**src/verilog/open_load_on_summary_flag_cfg.svh**
```systemverilog
// Constants of the open-load-while-on diagnosis sequencer.
// Included by the package, the interfaces and every design module.
`ifndef OPEN_LOAD_ON_SUMMARY_FLAG_CFG_SVH
`define OPEN_LOAD_ON_SUMMARY_FLAG_CFG_SVH

`define NCH           8
`define CH_W          3
`define SEL_W         4
`define CNT_W         16
`define ADDR_W        12
`define SEL_LOOP      4'ha
`define SEL_IDLE      4'hf
`define SEL_CH_LO     4'h2
`define SEL_CH_HI     4'h7
`define HS_FIRST      4'h2
`define FROM_NONE     4'h8
`define NO_PICK       4'h0
`define CH_STEP       4'h1
`define MAP_W         2
`define MAP_DIRECT    2'h0
`define MAP_GEN0      2'h1
`define MAP_GEN1      2'h2
`define CLK_PERIOD_NS 4
`define NS_PER_US     1000
`define SETTLE_MAX_US 40
`define SWITCH_MAX_US 20
`define PREMUX_MAX_US 76
`define SYNC_CYC      2
`define CNT_LAST      16'h0001
`define ADDR_SEL      12'h000
`define ADDR_RES      12'h004
`define ADDR_STAT     12'h008
`define STAT_BUSY_BIT 1
`define STAT_CH_LSB   4

`endif

```
**src/verilog/open_load_on_summary_flag_pkg.sv**
```systemverilog
// Types shared by the diagnosis sequencer and its helpers.
// Assumes open_load_on_summary_flag_cfg.svh is on the include path.
`include "open_load_on_summary_flag_cfg.svh"

package open_load_on_summary_flag_pkg;

    typedef enum logic [2:0] {
        ST_IDLE, ST_D_WAIT, ST_P_SETTLE, ST_P_ARM, ST_P_MEAS
    } seq_st_t;

    typedef enum logic [1:0] {PH_DIRECT, PH_GEN0, PH_GEN1} phase_t;

    typedef struct packed {
        logic [`SEL_W-1:0] sel;
        seq_st_t           st;
        phase_t            ph;
        logic [`CH_W-1:0]  ch;
        logic              pwm_settled;
        logic [`NCH-1:0]   res;
        logic              flag;
        logic              busy;
        logic              mux_en;
        logic              tload;
        logic [`CNT_W-1:0] tcount;
        logic [31:0]       prdata;
        logic              pready;
        logic              pslverr;
    } seq_reg_t;

    typedef struct packed {
        logic [`CNT_W-1:0] cnt;
        logic              run;
        logic              done;
    } timer_reg_t;

    typedef struct packed {
        logic [`CH_W-1:0] ch_prev;
        logic             on_prev;
        logic             rise;
        logic             comp;
    } mon_reg_t;

endpackage
```
**src/verilog/open_load_on_summary_flag_if.sv**
```systemverilog
// Carriers between the sequencer, its delay timer and its channel monitor.
// All parties share one clock.
`timescale 1ns/1ps
`default_nettype none
`include "open_load_on_summary_flag_cfg.svh"

interface delay_if;
    logic              load;
    logic [`CNT_W-1:0] count;
    logic              done;
    modport ctrl  (output load, output count, input done);
    modport timer (input load, input count, output done);
endinterface

interface mux_if;
    logic [`CH_W-1:0] ch;
    logic             on_rise;
    logic             comp;
    modport seq (output ch, input on_rise, input comp);
    modport mon (input ch, output on_rise, output comp);
endinterface

`default_nettype wire

```
**src/verilog/open_load_on_summary_flag_ch_monitor.sv**
```systemverilog
// Watches the on state of the channel under the multiplexer and the
// comparator; reports a switch-on of that same channel as a pulse.
`timescale 1ns/1ps
`default_nettype none
`include "open_load_on_summary_flag_cfg.svh"

module open_load_on_summary_flag_ch_monitor
    import open_load_on_summary_flag_pkg::*;
(
    input  wire logic            ref_clk,
    input  wire logic            srst,
    input  wire logic [`NCH-1:0] ch_on,
    input  wire logic            ol_comp,
    mux_if.mon                   mif
);
    mon_reg_t q;
    mon_reg_t d;

    always_comb begin
        d         = q;
        d.ch_prev = mif.ch;
        d.on_prev = ch_on[mif.ch];
        // A change of channel never counts as a switch-on
        d.rise    = ch_on[mif.ch] & ~q.on_prev & (q.ch_prev == mif.ch);
        d.comp    = ol_comp;
    end

    always_ff @(posedge ref_clk) begin
        if (srst) begin
            q <= '0;
        end else begin
            q <= d;
        end
    end

    assign mif.on_rise = q.rise;
    assign mif.comp    = q.comp;

endmodule // open_load_on_summary_flag_ch_monitor

`default_nettype wire

```
**src/verilog/open_load_on_summary_flag_delay_timer.sv**
```systemverilog
// Down counter for settling, switching, pre-mux and re-timing delays.
// A load pulse starts it; done pulses once the count has run out.
`timescale 1ns/1ps
`default_nettype none
`include "open_load_on_summary_flag_cfg.svh"

module open_load_on_summary_flag_delay_timer
    import open_load_on_summary_flag_pkg::*;
(
    input  wire logic ref_clk,
    input  wire logic srst,
    delay_if.timer    tif
);
    timer_reg_t q;
    timer_reg_t d;

    always_comb begin
        d      = q;
        d.done = 1'b0;
        if (tif.load) begin
            d.cnt = tif.count;
            d.run = 1'b1;
        end else if (q.run) begin
            if (q.cnt <= `CNT_LAST) begin
                d.run  = 1'b0;
                d.done = 1'b1;
            end else begin
                d.cnt = q.cnt - `CNT_LAST;
            end
        end
    end

    always_ff @(posedge ref_clk) begin
        if (srst) begin
            q <= '0;
        end else begin
            q <= d;
        end
    end

    assign tif.done = q.done;

endmodule // open_load_on_summary_flag_delay_timer

`default_nettype wire

```
**src/verilog/open_load_on_summary_flag_diag_loop.sv**
```systemverilog
// Open-load-while-on diagnosis sequencer with its APB register slave.
// Assumes a single ref_clk domain; ch_on, pwm_map and ol_comp are
// synchronous to it; ol_comp is the comparator on the multiplexer output.
`timescale 1ns/1ps
`default_nettype none
`include "open_load_on_summary_flag_cfg.svh"

module open_load_on_summary_flag_diag_loop
    import open_load_on_summary_flag_pkg::*;
#(
    parameter logic [`CNT_W-1:0] SETTLE_CYC =
        `CNT_W'((`SETTLE_MAX_US * `NS_PER_US) / `CLK_PERIOD_NS),
    parameter logic [`CNT_W-1:0] SWITCH_CYC =
        `CNT_W'((`SWITCH_MAX_US * `NS_PER_US) / `CLK_PERIOD_NS),
    parameter logic [`CNT_W-1:0] PREMUX_CYC =
        `CNT_W'((`PREMUX_MAX_US * `NS_PER_US) / `CLK_PERIOD_NS),
    parameter logic [`CNT_W-1:0] SYNC_CYC   = `CNT_W'(`SYNC_CYC)
)(
    input  wire logic               ref_clk,
    input  wire logic               srst,
    input  wire logic [`ADDR_W-1:0] paddr,
    input  wire logic               psel,
    input  wire logic               penable,
    input  wire logic               pwrite,
    input  wire logic [31:0]        pwdata,
    output logic      [31:0]        prdata,
    output logic                    pready,
    output logic                    pslverr,
    input  wire logic [`NCH-1:0]    ch_on,
    input  wire logic [2*`NCH-1:0]  pwm_map,
    input  wire logic               ol_comp,
    output logic      [`CH_W-1:0]   mux_ch,
    output logic                    mux_en,
    output logic      [`NCH-1:0]    open_load_on_result_bits,
    output logic                    open_load_on_summary_flag,
    output logic                    loop_busy
);

    localparam seq_reg_t SEQ_RESET = '{sel: `SEL_IDLE, st: ST_IDLE,
                                        ph: PH_DIRECT, default: '0};

    seq_reg_t        q;
    seq_reg_t        d;
    logic [`NCH-1:0] dmask;
    logic [`NCH-1:0] g0mask;
    logic [`NCH-1:0] g1mask;
    logic            acc;
    logic            setup;
    logic            wr_sel;
    logic            start;
    logic            settled;
    logic            advance;
    logic            fresh;
    phase_t          sph;
    logic [3:0]      base;
    logic [3:0]      nd;
    logic [3:0]      n0;
    logic [3:0]      n1;
    logic [3:0]      np;
    logic [`NCH-1:0] fresh_bits;

    delay_if tif ();
    mux_if   mif ();

    ////////////////////////////////////////////////////////////////////////
    // Helpers

    open_load_on_summary_flag_delay_timer u_timer (
        .ref_clk (ref_clk),
        .srst    (srst),
        .tif     (tif)
    );

    open_load_on_summary_flag_ch_monitor u_mon (
        .ref_clk (ref_clk),
        .srst    (srst),
        .ch_on   (ch_on),
        .ol_comp (ol_comp),
        .mif     (mif)
    );

    assign tif.load  = q.tload;
    assign tif.count = q.tcount;
    assign mif.ch    = q.ch;

    function automatic logic is_single(input logic [`SEL_W-1:0] s);
        return (s >= `SEL_CH_LO) && (s <= `SEL_CH_HI);
    endfunction

    // Lowest set channel at or above from; bit 3 flags a hit
    function automatic logic [3:0] pick(input logic [`NCH-1:0] m,
                                        input logic [3:0]      from);
        logic [3:0] r;
        r = `NO_PICK;
        for (int i = `NCH - 1; i >= 0; i--) begin
            if (m[i] && (4'(i) >= from)) begin
                r = {1'b1, 3'(i)};
            end
        end
        return r;
    endfunction

    // Only high-side capable channels take part, grouped by their driver
    for (genvar gi = 0; gi < `NCH; gi++) begin : g_map
        localparam logic HS = (gi >= `HS_FIRST);
        assign dmask[gi]  = HS && (pwm_map[`MAP_W*gi +: `MAP_W] == `MAP_DIRECT);
        assign g0mask[gi] = HS && (pwm_map[`MAP_W*gi +: `MAP_W] == `MAP_GEN0);
        assign g1mask[gi] = HS && (pwm_map[`MAP_W*gi +: `MAP_W] == `MAP_GEN1);
    end

    ////////////////////////////////////////////////////////////////////////
    // Bus decode and next channel search

    assign setup   = psel & ~penable;
    assign acc     = psel & penable & q.pready;
    assign wr_sel  = acc & pwrite & (paddr == `ADDR_SEL);
    assign start   = wr_sel & (pwdata[`SEL_W-1:0] == `SEL_LOOP);
    assign settled = start ? 1'b0 : q.pwm_settled;
    assign fresh   = ch_on[q.ch] & mif.comp;
    assign fresh_bits = `NCH'(fresh) << q.ch;

    assign sph  = start ? PH_DIRECT : q.ph;
    assign base = start ? `HS_FIRST : ({1'b0, q.ch} + `CH_STEP);
    assign nd   = pick(dmask, (sph == PH_DIRECT) ? base : `FROM_NONE);
    assign n0   = pick(g0mask, (sph == PH_DIRECT) ? `HS_FIRST :
                               (sph == PH_GEN0) ? base : `FROM_NONE);
    assign n1   = pick(g1mask, (sph == PH_GEN1) ? base : `HS_FIRST);
    assign np   = n0[3] ? n0 : n1;

    ////////////////////////////////////////////////////////////////////////
    // Sequencer and registers

    always_comb begin
        d         = q;
        d.tload   = 1'b0;
        d.pready  = setup;
        advance   = 1'b0;

        case (q.st)
            ST_IDLE: begin
            end
            ST_D_WAIT: begin
                if (tif.done) begin
                    d.res[q.ch] = fresh;
                    advance     = 1'b1;
                end
            end
            ST_P_SETTLE: begin
                if (tif.done) begin
                    d.st = ST_P_ARM;
                end
            end
            ST_P_ARM: begin
                if (mif.on_rise) begin
                    d.tload  = 1'b1;
                    d.tcount = `CNT_W'(PREMUX_CYC + SWITCH_CYC);
                    d.st     = ST_P_MEAS;
                end
            end
            ST_P_MEAS: begin
                if (!ch_on[q.ch]) begin
                    d.res[q.ch] = 1'b0;
                    advance     = 1'b1;
                end else if (tif.done) begin
                    d.res[q.ch] = fresh;
                    advance     = 1'b1;
                end
            end
            default: begin
                d.st = ST_IDLE;
            end
        endcase

        if (wr_sel) begin
            d.sel    = pwdata[`SEL_W-1:0];
            d.st     = ST_IDLE;
            d.busy   = 1'b0;
            d.mux_en = is_single(pwdata[`SEL_W-1:0]);
            if (is_single(pwdata[`SEL_W-1:0])) begin
                d.ch  = pwdata[`CH_W-1:0];
                d.res = '0;
            end
            if (start) begin
                d.res         = '0;
                d.busy        = 1'b1;
                d.mux_en      = 1'b1;
                d.pwm_settled = 1'b0;
                advance       = 1'b1;
            end
        end

        if (advance) begin
            if (nd[3]) begin
                d.ph     = PH_DIRECT;
                d.ch     = nd[`CH_W-1:0];
                d.st     = ST_D_WAIT;
                d.tload  = 1'b1;
                d.tcount = start ? `CNT_W'(SETTLE_CYC + SYNC_CYC)
                                 : `CNT_W'(SWITCH_CYC + SYNC_CYC);
            end else if (np[3]) begin
                d.ph = n0[3] ? PH_GEN0 : PH_GEN1;
                d.ch = np[`CH_W-1:0];
                if (!settled) begin
                    d.st          = ST_P_SETTLE;
                    d.tload       = 1'b1;
                    d.tcount      = SETTLE_CYC;
                    d.pwm_settled = 1'b1;
                end else if (ch_on[np[`CH_W-1:0]]) begin
                    d.st     = ST_P_MEAS;
                    d.tload  = 1'b1;
                    d.tcount = SWITCH_CYC;
                end else begin
                    d.st = ST_P_ARM;
                end
            end else begin
                d.st     = ST_IDLE;
                d.busy   = 1'b0;
                d.mux_en = 1'b0;
                d.sel    = `SEL_IDLE;
            end
        end

        // Summary flag by select mode
        if (q.sel == `SEL_LOOP) begin
            d.flag = |d.res;
        end else if (is_single(q.sel)) begin
            if (setup && !pwrite &&
                (paddr == `ADDR_STAT || paddr == `ADDR_RES)) begin
                d.flag = fresh;
            end
        end else if (q.sel != `SEL_IDLE) begin
            d.flag = 1'b0;
        end

        // Read data is prepared in the setup cycle
        if (setup) begin
            d.prdata  = '0;
            d.pslverr = 1'b0;
            case (paddr)
                `ADDR_SEL: begin
                    d.prdata = 32'(q.sel);
                end
                `ADDR_RES: begin
                    if (is_single(q.sel) && !pwrite) begin
                        d.res    = fresh_bits;
                        d.prdata = 32'(fresh_bits);
                    end else begin
                        d.prdata = 32'(q.res);
                    end
                end
                `ADDR_STAT: begin
                    d.prdata = 32'(q.flag)
                             | (32'(q.busy) << `STAT_BUSY_BIT)
                             | (32'(q.ch) << `STAT_CH_LSB);
                end
                default: begin
                    d.pslverr = 1'b1;
                end
            endcase
        end
    end

    always_ff @(posedge ref_clk) begin
        if (srst) begin
            q <= SEQ_RESET;
        end else begin
            q <= d;
        end
    end

    assign prdata                    = q.prdata;
    assign pready                    = q.pready;
    assign pslverr                   = q.pslverr;
    assign mux_ch                    = q.ch;
    assign mux_en                    = q.mux_en;
    assign open_load_on_result_bits  = q.res;
    assign open_load_on_summary_flag = q.flag;
    assign loop_busy                 = q.busy;
endmodule // open_load_on_summary_flag_diag_loop

`default_nettype wire

```
**config.mk**
```make
export PLATFORM = sky130hd
export DESIGN_NAME = open_load_on_summary_flag_diag_loop
export DESIGN_NICKNAME = d
export VERILOG_FILES = /design/src/verilog/open_load_on_summary_flag_pkg.sv /design/src/verilog/open_load_on_summary_flag_if.sv /design/src/verilog/open_load_on_summary_flag_ch_monitor.sv /design/src/verilog/open_load_on_summary_flag_delay_timer.sv /design/src/verilog/open_load_on_summary_flag_diag_loop.sv
export VERILOG_INCLUDE_DIRS = /design/src /design/src/verilog
export SDC_FILE = /design/constraint.sdc
export NUM_CORES = 1
export LEC_CHECK = 0
export BUFFER_PORTS_ARGS = -buffer_cell sky130_fd_sc_hd__buf_4
export CAP_MARGIN = 20
export CORE_MARGIN = 8
export CORE_UTILIZATION = 48
export DETAILED_ROUTE_END_ITERATION = 8
export PLACE_DENSITY = 0.72
export SLEW_MARGIN = 20
export SYNTH_ARGS = -nofsm -noshare
export SYNTH_HDL_FRONTEND = slang
export SYNTH_SLANG_ARGS = --single-unit
```
**constraint.sdc**
```tcl
create_clock -name ref_clk -period 4.5 [get_ports ref_clk]
set_input_delay 0.9 -clock ref_clk [delete_from_list [all_inputs] [get_ports ref_clk]]
set_output_delay 0.9 -clock ref_clk [all_outputs]
set_load 0.01 [all_outputs]
```
---- Word level (Yosys, flattened, before mapping) ----
Index checks and enable logic that the tools add are counted.
storage, ports and cells
  bits in registers ....................... 99
  input bits .............................. 74
  logic and storage cells ................. 227
  output and inout bits ................... 48
operators by class
  shift-type cells ........................ 1
  equal/unequal tests ..................... 29
  magnitude comparators ................... 26
  bitwise logic cells ..................... 16
  add/sub/neg operators ................... 2
  reductions and logical operators ........ 46
  multiplexer cells ....................... 86
operators with widths
  cell                     count
  $mux W17                 7
  $mux W4                  26
  $mux W8                  8
  $ge A3 B4 Y1 const A     12
  $ge A2 B4 Y1 const A     6
  $logic_and A1 B1 Y1      24
  $pmux W8 S3              1
  $mux W19                 1
  $mux W18                 1
  $mux W3                  6
  $le A16 B1 Y1 const B    1
  $mux W16                 1
  $pmux W8 S2              1
  $sub A16 B1 Y16 const B  1
  $mux W1                  15
  $eq A2 B1 Y1 const B     7
  $eq A2 B2 Y1 const B     7
  $logic_not A2 Y1         7
  $mux W14                 1
  $mux W2                  7
  $mux W13                 1
  $eq A12 B3 Y1 const B    1
  $eq A12 B4 Y1 const B    1
  $logic_not A12 Y1        1
  other kinds (40)         62

---- Depth between registers and ports, before layout ----
  depth after elaboration ................. 25
  depth in mapped cells ................... 13
  depth with buffers taken out ............ 12

---- Hierarchy ----
A second synthesis with hierarchy kept.
second synthesis, totals
  cell total of the unflattened synthesis .. 691
  area, all modules ....................... 5285.1 µm²
modules (own cells, without submodules)
  module                                 area each (µm²)  seq. area each (µm²)  times used  cells each
  open_load_on_summary_flag_diag_loop    3986.3           1021.0                1           539
  open_load_on_summary_flag_delay_timer  1031.0           360.3                 1           127
  open_load_on_summary_flag_ch_monitor   267.8            120.1                 1           25

---- Least setup slack after synthesis ----
OpenSTA, ideal clock, no wires.
  path kind ............................... input to register
  from .................................... input paddr[9]
  to ...................................... register q, in the netlist tif.count[12]
  setup slack ............................. 0.978 ns
  data required time ...................... 4.409 ns
  stages .................................. 10
  data arrival time ....................... 3.431 ns
  path buffers ............................ 0
  library setup time ...................... 0.091 ns
  cell sequence ........................... or4_4 > nor3_4 > nand2_2 > or4_4 > nand4_4 > o211ai_1 > o211ai_1 > nand4_2 > or3_4 > a311oi_1
between the ends
  longest elaborated chain between the ends .. 23
  elaborated cells between the ends (all ways) .. 78
  classes of those cells .................. order compare (18); eq/ne (2); mux (36); bitwise (2); reduce/logical (20)
ends and longest elaborated chain
  what                                   RTL line                                    text
  start: declaration                     open_load_on_summary_flag_diag_loop.sv:21   input wire logic [`ADDR_W-1:0] paddr,
  $logic_not A12 Y1 (*)                  n/a
  $and A1 B1 Y1 (*)                      open_load_on_summary_flag_diag_loop.sv:116  assign wr_sel = acc & pwrite & (paddr == `ADDR_SEL);
  $and A1 B1 Y1                          open_load_on_summary_flag_diag_loop.sv:117  assign start = wr_sel & (pwdata[`SEL_W-1:0] == `SEL_LOOP);
  $mux W2                                open_load_on_summary_flag_diag_loop.sv:122  assign sph = start ? PH_DIRECT : q.ph;
  $eq A2 B1 Y1                           open_load_on_summary_flag_diag_loop.sv:126  (sph == PH_GEN0) ? base : `FROM_NONE);
  $mux W4 (no source line) (2 in a row)  n/a
  $ge A3 B4 Y1                           open_load_on_summary_flag_diag_loop.sv:96   if (m[i] && (4'(i) >= from)) begin
  $logic_and A1 B1 Y1                    open_load_on_summary_flag_diag_loop.sv:96
  $mux W4 (6 in a row)                   open_load_on_summary_flag_diag_loop.sv:96
  $mux W4                                open_load_on_summary_flag_diag_loop.sv:128  assign np = n0[3] ? n0 : n1;
  $bmux W1 S3                            open_load_on_summary_flag_diag_loop.sv:208  end else if (ch_on[np[`CH_W-1:0]]) begin
  $mux W1                                open_load_on_summary_flag_diag_loop.sv:208
  $mux W17                               open_load_on_summary_flag_diag_loop.sv:208
  $mux W17                               open_load_on_summary_flag_diag_loop.sv:203  if (!settled) begin
  $mux W17                               open_load_on_summary_flag_diag_loop.sv:200  end else if (np[3]) begin
  $mux W17                               open_load_on_summary_flag_diag_loop.sv:193  if (nd[3]) begin
  $mux W19 (*)                           open_load_on_summary_flag_diag_loop.sv:192  if (advance) begin
  end signal: assignment                 open_load_on_summary_flag_diag_loop.sv:265  q <= SEQ_RESET;
  end signal: assignment                 open_load_on_summary_flag_diag_loop.sv:267  q <= d;
  end: declaration                       open_load_on_summary_flag_diag_loop.sv:42   seq_reg_t q;
Mark *: on every way between the ends. The rest lies on a longest branch, timed or not. The select of a mux whose other input is x is not followed.
A chain may end at the register's enable or synchronous reset.

---- Worst setup path in the final report ----
  from .................................... input paddr[9]
  to ...................................... register q, in the netlist tif.count[7]
The elaborated chain is that of the path after synthesis.

==> results_dict.tcl <==
set metrics [dict create \
    status "completed" \
    path_clk_slew_ps 60 \
    ir_drop_mv 0.226 \
    finalPower_mw 1.50 \
    arrival_ps 4070 \
    ys_types 93 \
    wl_met2_um 7580 \
    final.min_clock_period_ps 3840 \
    final_layout_size_suffix_gt1_share_pct 15.8 \
    area_delta_synth_final_pct 10.5 \
    hold_path.class "flop to flop" \
    start_util_pct 48.7 \
    worst_pin_slew_ps 1000 \
    avgSynthCellArea_um2 7.47 \
    ys_ff_latch 75 \
    grt_max_degree 68 \
    coreArea_um2 11300 \
    grt_first_pass_wirelength_um 25300 \
    ctsResizeCount 0 \
    cap_violations 0 \
    worstSetupEndpointType "flop" \
    cp_slowest_stage_delay_ps 570 \
    cts_sinks 75 \
    setup_viol 0 \
    antennaDiodeCount 0 \
    track_usage_pct 20.5 \
    dieArea_um2 15100 \
    synth_cells 735 \
    path_class "input pin to flop" \
    drtIter0Drc 480 \
    clock_tree.root_cell "clkbuf_16" \
    wl_per_cell_um 17.3 \
    critPathLaunchType "input pin" \
    wl_met3_um 912 \
    leakage_nw 2.36 \
    finalSetupTns_ps 0 \
    yosys.area.top_type "dfxtp_1" \
    async_flop_share_pct 0 \
    max_freq_mhz 261 \
    io_buffers 65 \
    grt_antenna_before_repair 0 \
    slew_headroom_pct 32.6 \
    synth_edf_count 0 \
    worst-path-buf-inv 1 \
    io_pins 122 \
    cellPowerDensity_nw_per_um2 247 \
    hpwl_um 11900 \
    synthMostInstantiatedCell "nor2_1" \
    finClkSkew_ps 6.05 \
    wl_met1_um 6870 \
    tritoncts "yes" \
    synth_warnings 0 \
    period_share_pct 85.2 \
    crit_family "simple AND/OR/NAND/NOR gates" \
    vias 5451 \
    clk_latency_ps 330 \
    highest_layer "met4" \
    ant_nets 0 \
    finalNetCount 840 \
    rows 39 \
    drv_slew 0 \
    die_h_um 123 \
    dp_cells 895 \
    hold_viol 0 \
    crit_chain "buf_4 -> or4_4 -> nor3_4 -> nand2_2 -> a21boi_0 -> a211oi_4 -> o21a_2 -> o211ai_1 -> nand4_2 -> or3_4 -> a311oi_1" \
    synth_commonest_cells "nor2_1, dfxtp_1, a21oi_1" \
    grt_pass1_vias 5160 \
    htree_levels 3 \
    finalNonFillerCells 911 \
    utilization_pct 53.8 \
    synth_flop_cell "dfxtp_1" \
    postLayoutSetupSlackWorst_ps 664 \
    drtPass1Iterations 7 \
    die_w_um 123 \
    rsz0062_at_grt "false" \
    dpl-instance-area_um2 5790 \
    routabilityCongestion 0.913 \
    cts_made_buffers 9 \
    grt_overflow 0 \
    seq_area_frac_synth_pct 27.4 \
    viasPerCell 5.98 \
    hold-worst-slack_ps 444 \
    stdcell_area_um2 6060 \
    cp_data_required_time_ps 4730 \
    synthesis.area_um2 5490 \
    synthTopCellsByArea "dfxtp_1, nor2_1, buf_4, a21oi_1, nand2_1" \
    cts_setup_buffers 0 \
    place_ws_ps 329 \
    crit_slowest_cell "or4_4" \
    crit_path_max_fanout 13 \
    ctsHoldBuffers 0 \
    drc 0 \
    totalWireLength_um 15700 \
    clk_path_buf_depth 2 \
    synth_top_area_share_pct 27.4 \
]
## where the power goes
group,internal [mW],switching [mW]
Clock,0.374,0.280
Sequential,0.666,0.00161
Combinational,0.0710,0.108
Total,1.11,0.389
## logic make-up (layout without fill, tap and decap cells)
kind of cell,count (synthesis),count (layout),share of synthesized area (%)
adders and majority gates,3,3,0.684
muxes,2,2,0.365
xor gates and xnor gates,17,17,2.71
buffers and inverters,97,107,10.6
AOI/OAI and AO/OA,217,217,27.2
DFF,75,75,27.4
other,1,24,0.0683
and+or+nand+nor,323,323,31.0
## flip-flops by register name (all words and copies together), names as in the netlist
signal and cells:
loop_busy 1, mux_ch 3, mux_en 1, open_load_on_result_bits 8, open_load_on_summary_flag 1, prdata 8
pready 1, pslverr 1, q 10, tif.count 16, tif.load 1, u_mon.mif.comp 1
u_mon.mif.on_rise 1, u_mon.q 4, u_timer.q 17, u_timer.tif.done 1
## worst register-to-register path, cell delays in order (launching register included)
cell      delay [ps]
dfxtp_1          720
buf_4            300
and3b_1          190
a311o_1          330
a221oi_2         520
nor2_1           140
o221ai_1         320
and2_0           340
and2_1           240
nand3_1          190
a21o_1           210
a31oi_1          140
## cells in the final DEF (no fill, tap or decap), types with 4 or more instances in the layout
| cell | Yosys | final |
|---|---|---|
| clkbuf_16 | 0 | 9 |
| nor2b_1 | 23 | 23 |
| nand2_1 | 50 | 50 |
| nand2b_1 | 13 | 13 |
| buf_4 | 45 | 74 |
| a211oi_1 | 5 | 5 |
| o22ai_1 | 15 | 15 |
| o21a_1 | 6 | 6 |
| a31oi_1 | 13 | 13 |
| a211o_1 | 8 | 8 |
| or4_1 | 5 | 5 |
| conb_1 | 1 | 24 |
| a21o_1 | 4 | 4 |
| o211ai_1 | 12 | 12 |
| and2_1 | 9 | 9 |
| inv_1 | 17 | 17 |
| nor3b_1 | 4 | 4 |
| a311oi_1 | 4 | 4 |
| a21boi_0 | 5 | 5 |
| o21ai_0 | 27 | 27 |
| a22oi_1 | 11 | 11 |
| dfxtp_1 | 75 | 75 |
| xnor2_1 | 11 | 11 |
| nor3_1 | 21 | 21 |
| nor4_1 | 10 | 10 |
| nand3_1 | 27 | 27 |
| a21oi_1 | 65 | 65 |
| or3_1 | 8 | 8 |
| nor2_1 | 112 | 112 |
| xor2_1 | 6 | 6 |
## layout make-up
cell class                      instances  area [um2]
Sequential cell                        75        1500
Fill cell                            1086        5210
Timing Repair Buffer                   74         556
Inverter                               17        63.8
Clock inverter                          6        41.3
Tap cell                              143         179
Clock buffer                           10         229
Multi-Input combinational cell        586        3490
## per-layer routing
| metal | global-route usage [%] | vias to the layer above |
|---|---|---|
| li1 | - | 2673 |
| met1 | 26.1 | 2543 |
| met2 | 34.4 | 205 |
| met3 | 3.06 | 30 |
| met4 | 7.92 | 0 |
| met5 | 0 | - |
## final timing paths
check | from | to | slack (ps) | depth (start not counted)
min reg2reg | tif.count[15] | tif.count[15] | 440 | 2
min | tif.count[15] | tif.count[15] | 440 | 2
max reg2reg | mux_ch[2] | tif.count[4] | 790 | 11
max | paddr[9] | tif.count[7] | 660 | 11
Note: power is estimated with default switching activity, not from simulation.
